===== src/cpia_holdoff.sv =====
// Shared constants and the power-on access hold-off counter
`timescale 1ns/10ps
package cpia_pkg;
  // ==========================================================
  // Keys and index map
  localparam logic [7:0] KEY_ENTER = 8'h55;
  localparam logic [7:0] KEY_EXIT = 8'hAA;
  localparam logic [7:0] IDX_CFG_CTRL = 8'h02;
  localparam logic [7:0] IDX_LDN = 8'h07;
  localparam logic [7:0] IDX_DEV_ID = 8'h20;
  localparam logic [7:0] IDX_DEV_REV = 8'h21;
  localparam logic [7:0] IDX_PWR_CTRL = 8'h22;
  localparam logic [7:0] IDX_PWR_MGMT = 8'h23;
  localparam logic [7:0] IDX_OSC = 8'h24;
  localparam logic [7:0] IDX_PORT_LO = 8'h26;
  localparam logic [7:0] IDX_PORT_HI = 8'h27;
  localparam logic [7:0] IDX_LD_FIRST = 8'h30;
  localparam logic [15:0] DATA_PORT_STEP = 16'h0001;
  // ==========================================================
  // Reset values and field positions
  localparam logic [7:0] PORT_LO_STRAP0 = 8'h2E;
  localparam logic [7:0] PORT_LO_STRAP1 = 8'h4E;
  localparam logic [7:0] PORT_HI_RST = 8'h00;
  localparam logic [7:0] OSC_RST = 8'h04;
  localparam logic [7:0] ZERO_BYTE = 8'h00;
  localparam int SOFT_RST_BIT = 0;
  localparam int ACT_BIT = 0;
  // ==========================================================
  // Per logical device register slots
  localparam int LD_SLOTS = 8;
  localparam logic [7:0] SLOT_IDX [LD_SLOTS] = '{8'h30, 8'h60, 8'h61, 8'h70,
                                                 8'h74, 8'hF0, 8'hF1, 8'hF2};
  localparam logic [7:0] SLOT_RST [LD_SLOTS] = '{8'h00, 8'h00, 8'h00, 8'h00,
                                                 8'h00, 8'h00, 8'h00, 8'h00};
  // ==========================================================
  // Timing
  localparam int HOLD_TIME_US = 500;
  localparam int CLK_FREQ_MHZ = 10;
  localparam int HOLD_CYCLES = HOLD_TIME_US * CLK_FREQ_MHZ;
  // ==========================================================
  // Access state machine
  typedef enum logic [1:0] {
    CPIA_RUN = 2'b01,
    CPIA_CFG = 2'b10
  } cpia_state_type;
endpackage

module cpia_holdoff #(
  parameter int HOLD_CYCLES = cpia_pkg::HOLD_CYCLES
) (
  // Clock and reset
  input wire logic clock_i,
  input wire logic reset_i,
  // Status
  output logic blocked_o
);
  localparam int CW = $clog2(HOLD_CYCLES + 1);
  logic [CW-1:0] count_r;
  logic [CW-1:0] count_nxt;
  logic blocked_nxt;

  assign blocked_nxt = (count_r != CW'(HOLD_CYCLES - 1));
  assign count_nxt = blocked_nxt ? count_r + CW'(1) : count_r;

  always_ff @(posedge clock_i) begin
    if (reset_i) begin
      count_r <= '0;
      blocked_o <= 1'b1;
    end else begin
      count_r <= count_nxt;
      blocked_o <= blocked_nxt;
    end
  end
endmodule


===== src/cpia_config_port.sv =====
// Configuration port gate: key state machine, index/data ports, register bank
// ==========================================================
// Function
// - After hard or power-on reset: run state, every logical device disabled.
// - Strap latched at host reset fall or power-on picks port 0x02E or 0x04E.
// - Software relocates the config port via low and high address registers.
// - In run state, writing 0x55 to the config port enters configuration.
// - In configuration, writing 0xAA to the config port returns to run.
// - Index and data ports decode only in configuration state.
// - Index port sits at config port address, data port one above.
// - Index 0x07 then data selects the logical device bank.
// - Index then data reaches a register of the selected logical device.
// - Global registers need no logical device selection.
// - Exactly two states; run accepts the entry key except during the power-on hold-off and hard reset.
// - All host accesses blocked 500 us after power-on reset.
// - Writing one to control register bit 0 soft-resets configuration.
`timescale 1ns/10ps
module cpia_config_port #(
  parameter int NUM_LD = 16,
  parameter int HOLD_CYCLES = cpia_pkg::HOLD_CYCLES,
  parameter logic [7:0] DEV_ID = 8'hC3,   // Arbitrary value
  parameter logic [7:0] DEV_REV = 8'h01   // Arbitrary value
) (
  // Clock and power-on reset
  input wire logic clock_i,
  input wire logic reset_i,
  // Host bus reset and strap
  input wire logic host_bus_reset_n_i,
  input wire logic base_strap_i,
  // Host I/O cycles
  input wire logic io_wr_i,
  input wire logic io_rd_i,
  input wire logic [15:0] io_addr_i,
  input wire logic [7:0] io_wdata_i,
  output logic io_ack_o,
  output logic [7:0] io_rdata_o,
  // Status
  output logic config_mode_o,
  output logic [7:0] ldn_o,
  output logic [15:0] cfg_base_o,
  output logic [NUM_LD-1:0] ld_active_o
);
  localparam int LDW = (NUM_LD > 1) ? $clog2(NUM_LD) : 1;

  // ==========================================================
  // Slot decode
  function automatic logic [3:0] slot_of(input logic [7:0] idx);
    logic [3:0] res;
    res = 4'h0;
    for (int s = 0; s < cpia_pkg::LD_SLOTS; s++) begin
      if (idx == cpia_pkg::SLOT_IDX[s]) begin
        res = {1'b1, 3'(s)};
      end
    end
    return res;
  endfunction

  cpia_pkg::cpia_state_type state_r;
  cpia_pkg::cpia_state_type state_nxt;
  logic [7:0] index_r;
  logic [7:0] index_nxt;
  logic [7:0] ldn_nxt;
  logic [7:0] port_lo_r;
  logic [7:0] port_hi_r;
  logic [7:0] pwr_ctrl_r;
  logic [7:0] pwr_mgmt_r;
  logic [7:0] osc_r;
  logic hr_prev_r;
  logic strap_r;
  logic [7:0] ld_reg_r [NUM_LD][cpia_pkg::LD_SLOTS];
  logic por_blocked;

  cpia_holdoff #(
    .HOLD_CYCLES(HOLD_CYCLES)
  ) u_holdoff (
    .clock_i(clock_i),
    .reset_i(reset_i),
    .blocked_o(por_blocked)
  );

  // ==========================================================
  // Reset and strap handling
  wire hard_rst = ~host_bus_reset_n_i;
  wire hr_fall = hr_prev_r & ~host_bus_reset_n_i;
  wire strap_nxt = hr_fall ? base_strap_i : strap_r;
  wire [7:0] port_lo_rst = strap_nxt ? cpia_pkg::PORT_LO_STRAP1
                                     : cpia_pkg::PORT_LO_STRAP0;
  wire [7:0] por_lo_rst = base_strap_i ? cpia_pkg::PORT_LO_STRAP1
                                       : cpia_pkg::PORT_LO_STRAP0;
  wire any_rst = reset_i | hard_rst;

  // ==========================================================
  // Address decode
  wire blocked = por_blocked | hard_rst;
  wire in_cfg = (state_r == cpia_pkg::CPIA_CFG);
  wire [15:0] base = {port_hi_r, port_lo_r};
  wire hit_index = (io_addr_i == base);
  wire hit_data = in_cfg && (io_addr_i == base + cpia_pkg::DATA_PORT_STEP);
  wire cfg_wr = ~blocked & io_wr_i & hit_index;
  wire data_wr = ~blocked & io_wr_i & hit_data;
  wire index_rd = ~blocked & io_rd_i & hit_index & in_cfg;
  wire data_rd = ~blocked & io_rd_i & hit_data;
  wire is_enter = (io_wdata_i == cpia_pkg::KEY_ENTER);
  wire is_exit = (io_wdata_i == cpia_pkg::KEY_EXIT);
  wire cfg_wr_ok = cfg_wr & (in_cfg | is_enter);
  wire is_global = (index_r < cpia_pkg::IDX_LD_FIRST);
  wire gwr = data_wr & is_global;
  wire soft_rst = gwr & (index_r == cpia_pkg::IDX_CFG_CTRL)
                  & io_wdata_i[cpia_pkg::SOFT_RST_BIT];
  wire [3:0] slot_dec = slot_of(index_r);
  wire [2:0] slot = slot_dec[2:0];
  wire ldn_ok = (ldn_o < 8'(NUM_LD));
  wire [LDW-1:0] ld_sel = ldn_o[LDW-1:0];
  wire ld_wr = data_wr & ~is_global & ldn_ok & slot_dec[3];

  // ==========================================================
  // Next state
  assign state_nxt = (!in_cfg && cfg_wr && is_enter) ? cpia_pkg::CPIA_CFG :
                     (in_cfg && cfg_wr && is_exit) ? cpia_pkg::CPIA_RUN :
                     state_r;
  assign index_nxt = (in_cfg && cfg_wr && !is_exit) ? io_wdata_i : index_r;
  assign ldn_nxt = soft_rst ? cpia_pkg::ZERO_BYTE :
                   (gwr && index_r == cpia_pkg::IDX_LDN) ? io_wdata_i :
                   ldn_o;

  // ==========================================================
  // Read data
  wire [7:0] glob_rdata = (index_r == cpia_pkg::IDX_LDN) ? ldn_o :
                          (index_r == cpia_pkg::IDX_DEV_ID) ? DEV_ID :
                          (index_r == cpia_pkg::IDX_DEV_REV) ? DEV_REV :
                          (index_r == cpia_pkg::IDX_PWR_CTRL) ? pwr_ctrl_r :
                          (index_r == cpia_pkg::IDX_PWR_MGMT) ? pwr_mgmt_r :
                          (index_r == cpia_pkg::IDX_OSC) ? osc_r :
                          (index_r == cpia_pkg::IDX_PORT_LO) ? port_lo_r :
                          (index_r == cpia_pkg::IDX_PORT_HI) ? port_hi_r :
                          cpia_pkg::ZERO_BYTE;
  wire [7:0] ld_rdata = (ldn_ok && slot_dec[3]) ? ld_reg_r[ld_sel][slot]
                                                : cpia_pkg::ZERO_BYTE;
  wire [7:0] data_rdata = is_global ? glob_rdata : ld_rdata;
  wire [7:0] rdata_nxt = index_rd ? index_r : data_rdata;

  // ==========================================================
  // State, index and global registers
  always_ff @(posedge clock_i) begin
    hr_prev_r <= reset_i ? 1'b1 : host_bus_reset_n_i;
    if (reset_i) begin
      strap_r <= base_strap_i;
      port_lo_r <= por_lo_rst;
    end else begin
      strap_r <= strap_nxt;
      port_lo_r <= hard_rst ? port_lo_rst :
                   (gwr && index_r == cpia_pkg::IDX_PORT_LO) ? io_wdata_i : port_lo_r;
    end
  end

  always_ff @(posedge clock_i) begin
    if (any_rst) begin
      state_r <= cpia_pkg::CPIA_RUN;
      index_r <= cpia_pkg::ZERO_BYTE;
      ldn_o <= cpia_pkg::ZERO_BYTE;
      port_hi_r <= cpia_pkg::PORT_HI_RST;
      pwr_ctrl_r <= cpia_pkg::ZERO_BYTE;
      pwr_mgmt_r <= cpia_pkg::ZERO_BYTE;
      osc_r <= cpia_pkg::OSC_RST;
    end else begin
      state_r <= state_nxt;
      index_r <= index_nxt;
      ldn_o <= ldn_nxt;
      if (gwr && index_r == cpia_pkg::IDX_PORT_HI) begin
        port_hi_r <= io_wdata_i;
      end
      if (soft_rst) begin
        pwr_ctrl_r <= cpia_pkg::ZERO_BYTE;
      end else if (gwr && index_r == cpia_pkg::IDX_PWR_CTRL) begin
        pwr_ctrl_r <= io_wdata_i;
      end
      if (gwr && index_r == cpia_pkg::IDX_PWR_MGMT) begin
        pwr_mgmt_r <= io_wdata_i;
      end
      if (gwr && index_r == cpia_pkg::IDX_OSC) begin
        osc_r <= io_wdata_i;
      end
    end
  end

  // ==========================================================
  // Host answer and status outputs
  always_ff @(posedge clock_i) begin
    if (any_rst) begin
      io_ack_o <= 1'b0;
      io_rdata_o <= cpia_pkg::ZERO_BYTE;
      config_mode_o <= 1'b0;
      cfg_base_o <= {cpia_pkg::PORT_HI_RST, cpia_pkg::PORT_LO_STRAP0};
    end else begin
      io_ack_o <= cfg_wr_ok | data_wr | index_rd | data_rd;
      io_rdata_o <= (index_rd | data_rd) ? rdata_nxt : cpia_pkg::ZERO_BYTE;
      config_mode_o <= (state_nxt == cpia_pkg::CPIA_CFG);
      cfg_base_o <= base;
    end
  end

  // ==========================================================
  // Logical device banks
  for (genvar g = 0; g < NUM_LD; g++) begin : g_ld
    for (genvar s = 0; s < cpia_pkg::LD_SLOTS; s++) begin : g_slot
      always_ff @(posedge clock_i) begin
        if (any_rst) begin
          ld_reg_r[g][s] <= cpia_pkg::SLOT_RST[s];
        end else if (soft_rst && s == 0) begin
          ld_reg_r[g][s] <= cpia_pkg::ZERO_BYTE;
        end else if (ld_wr && ld_sel == LDW'(g) && slot == 3'(s)) begin
          ld_reg_r[g][s] <= io_wdata_i;
        end
      end
    end
    // Activate bit is read straight from its bank flop
    assign ld_active_o[g] = ld_reg_r[g][0][cpia_pkg::ACT_BIT];
  end
endmodule


===== config.mk =====
export PLATFORM = sky130hd
export DESIGN_NAME = cpia_config_port
export DESIGN_NICKNAME = d
export VERILOG_FILES = /design/src/cpia_holdoff.sv /design/src/cpia_config_port.sv
export SDC_FILE = /design/constraint.sdc
export NUM_CORES = 2
export LEC_CHECK = 0
export ABC_AREA = 1
export CORE_MARGIN = 3
export CORE_UTILIZATION = 40
export DETAILED_ROUTE_END_ITERATION = 10
export DONT_BUFFER_PORTS = 1
export PLACE_DENSITY_LB_ADDON = 0.3
export SYNTH_ARGS = -nofsm -noshare
export SYNTH_HDL_FRONTEND = slang
export SYNTH_HIERARCHICAL = 1
export SYNTH_SLANG_ARGS = --single-unit

===== constraint.sdc =====
create_clock -name clock_i -period 4.3 [get_ports clock_i]
set_input_delay 0.43 -clock clock_i [delete_from_list [all_inputs] [get_ports clock_i]]
set_output_delay 0.43 -clock clock_i [all_outputs]
set_load 0.03 [all_outputs]

==> impl_metrics.ini <==
[die]
core_area_mm2 = 0.136
pin_count = 80
rows = 135
die_y_um = 377
die_w_um = 377
die-area_mm2 = 0.142
start_util_pct = 40.4

[drt]
antenna_left = 0
drt-total-wl_mm = 171
route.detailed.drc = 0
routedWlPerCell_um = 22.8
vias = 42100
drtPass1Iterations = 6
viasPerCell = 5.61
drt_iter0_markers = 4309

[power_and_ir_drop]
p_leak_nw = 23.2
ir_drop_mv = 0.321
p_per_area_mw_per_mm2 = 392

[cts]
clk_pin_slew_worst_paths_ns = 0.06
cts_setup_buffers = 0
htreeDepth = 3
clock_sinks = 1128
clk_latency_ns = 0.75
cts_inserted_buffers = 116
cts_buffer_depth = 3
root_buffer = clkbuf_16
cts_tree = done

[placement]
port_buffers = 0
dp_hpwl_mm = 104
finalWeightedCongestion = 0.891
placed_cell_area_mm2 = 0.0563

[layout]
largest_reg_flops = 1024
nNetsFinal = 5663
final_cell_area_mm2 = 0.0601
biggestRegsByFlops = ld_reg_r x1024, cfg_base_o x16, u_holdoff/count_r x13
syn_to_final_growth_pct = 9.21
fillers = 13000
fin_util_pct = 44.2
layout-drive-gt1-share_pct = 8.70
top_register = ld_reg_r

[critical_path]
critPathLaunchType = flop
critPathArrivalTime_ns = 4.41
required_ns = 4.68
critPathMaxFanout = 16
worstSetupPathType = flop to flop
endpoint_kind = flop

[synth]
synth.net_count = 5867
ys_types = 47
ys_async_sr_fraction_pct = 0
ys_ff_latch = 1128
synth_edf_count = 1032
syn_area_mm2 = 0.0550
syn_inst = 5835
synth_flop_cell = edfxtp_1
ys_seq_area_share_pct = 59.8
yosysWarnings = 6
avgSynthCellArea_um2 = 9.43

[timing]
fin_skew_ns = 0.0331
fmax_ghz = 0.248
rsz0062_at_grt = false
finalCritPeriodShare_pct = 93.6
setup-violations-final = 0
finalHoldViolations = 0
maxSlewViolCount = 0
maxSlewHeadroom_pct = 11.1
tns_ns = 0
tightest_slew_ns = 1.33
finalCriticalPeriod_ns = 4.03

[status]
status = finished, final reports clean

[flow_run]
maxCapViolCount = 0

[grt]
grt_antenna_before_repair = 0
grt_first_pass_wirelength_mm = 254
grt_pass1_vias = 40200
grt_overflow = 0
grt_start_max_net_pins = 189
grtUsageTotal_pct = 23.6

[worst_hold_path]
hold_class = input pin to flop
[what timing repair did]
| item | 4_1_cts | 5_1_grt |
|---|---|---|
| setup endpoints to repair | 0 | 0 |
| endpoints found under the hold margin | 43 | 0 |
| hold buffers | 11 | 0 |
| resized for setup | 0 | 0 |
[critical path: stages (launching register included)]
cell	delay, ns
edfxtp_1	0.41
ha_1	0.24
nand2_1	0.11
nor2_4	0.19
nand4_1	0.22
o21bai_2	0.20
nand2_2	0.08
nor2_4	0.16
nand4_4	0.19
nor2_8	0.48
nand3_4	0.25
inv_2	0.53
nand2_1	0.23
nand2_1	0.35
[Yosys cell counts, types with 30 or more instances]
cell type | n | area [um2]
nand2_1 | 1457 | 5470
nor2_1 | 1105 | 4150
edfxtp_1 | 1032 | 31000
nand3_1 | 860 | 4300
clkbuf_1 | 310 | 1160
inv_1 | 145 | 544
nor3_1 | 143 | 716
o21ai_0 | 117 | 586
a21oi_1 | 97 | 485
dfxtp_1 | 96 | 1920
nand4_4 | 72 | 1530
nand4_1 | 64 | 400
buf_4 | 45 | 338
nand2_4 | 38 | 428
buf_2 | 34 | 170
buf_1 | 30 | 113
[where the power goes]
group | switching (mW) | internal, mW
clock network | 4.35 | 5.57
registers | 0.188 | 12.4
logic | 0.801 | 0.210
[logic make-up after synthesis]
| logic type | after synthesis | synth area share (%) |
|---|---|---|
| AO/OA/AOI/OAI | 261 | 2.56 |
| XOR/XNOR | 12 | 0.191 |
| adder cells (fa/ha/maj) | 2 | 0.0455 |
| buffers and inverters | 616 | 5.07 |
| flip-flops | 1128 | 59.8 |
| AND/OR/NAND/NOR | 3816 | 32.3 |
[routing by layer]
layer / global-route usage [%] / share of wire (%) / up-vias
met5: 0 / 0 / -
met3: 5.10 / 9.9 / 340
met1: 30.9 / 40 / 20300
met2: 38.1 / 47 / 2030
met4: 9.86 / 4.0 / 0
li1: - / - / 19400
[worst paths after layout]
path | cells after the start | end | start | slack [ns]
max | 13 | ld_reg_r[7][49] | port_lo_r[1] | 0.27
min | 2 | port_lo_r[7] | io_wdata_i[7] | 0.04
max reg2reg | 13 | ld_reg_r[7][49] | port_lo_r[1] | 0.27
min reg2reg | 2 | pwr_ctrl_r[4] | pwr_ctrl_r[4] | 0.46
[final cells by class]
type	instances	area, um2	area share (%)
Clock buffer	154	3200	5.33
Tap cell	1781	2230	3.71
Inverter	172	717	1.19
Multi-Input combinational cell	4091	19400	32.2
Sequential cell	1128	32900	54.8
Antenna cell	1	2.50	0.00417
Clock inverter	58	470	0.783
Timing Repair Buffer	122	1170	1.95
[cells in the final DEF, fill, tap and decap left out, types with 5 or more instances in the layout]
cell type         n
a21oi_1          97
dfxtp_1          92
clkinv_4          8
clkinv_1         22
nand3_1         859
inv_2            17
clkbuf_1         28
buf_12           18
xnor2_1           7
nand3_2          12
nor2_8            6
inv_1           137
clkbuf_16       122
nor2_2           23
o21ai_0         117
nor3_1          143
nand3_4          10
bufinv_16         6
buf_4            93
nand2_1        1456
dlygate4sd3_1    11
edfxtp_1       1032
o211ai_1         22
nand4_4          72
clkinv_2         20
nor2_4           13
xor2_1            5
nor2_1         1102
nand4_1          64
inv_6             9
o22ai_1          14
nand2_4          39
nor4_1            7
[stage by stage]
step	instances	hold WS, ns	total power [mW]	worst slack, ns
floorplan	5835	0.436	13.5	1.19
global placement	7283	0.447	13.8	0.444
detailed placement	7283	0.450	13.8	0.352
CTS	7506	0.000671	23.6	0.328
global route	7506	0.0349	24.2	0.0227
finish	7507	0.0381	23.6	0.274
Power figures use the tool's default switching activity.
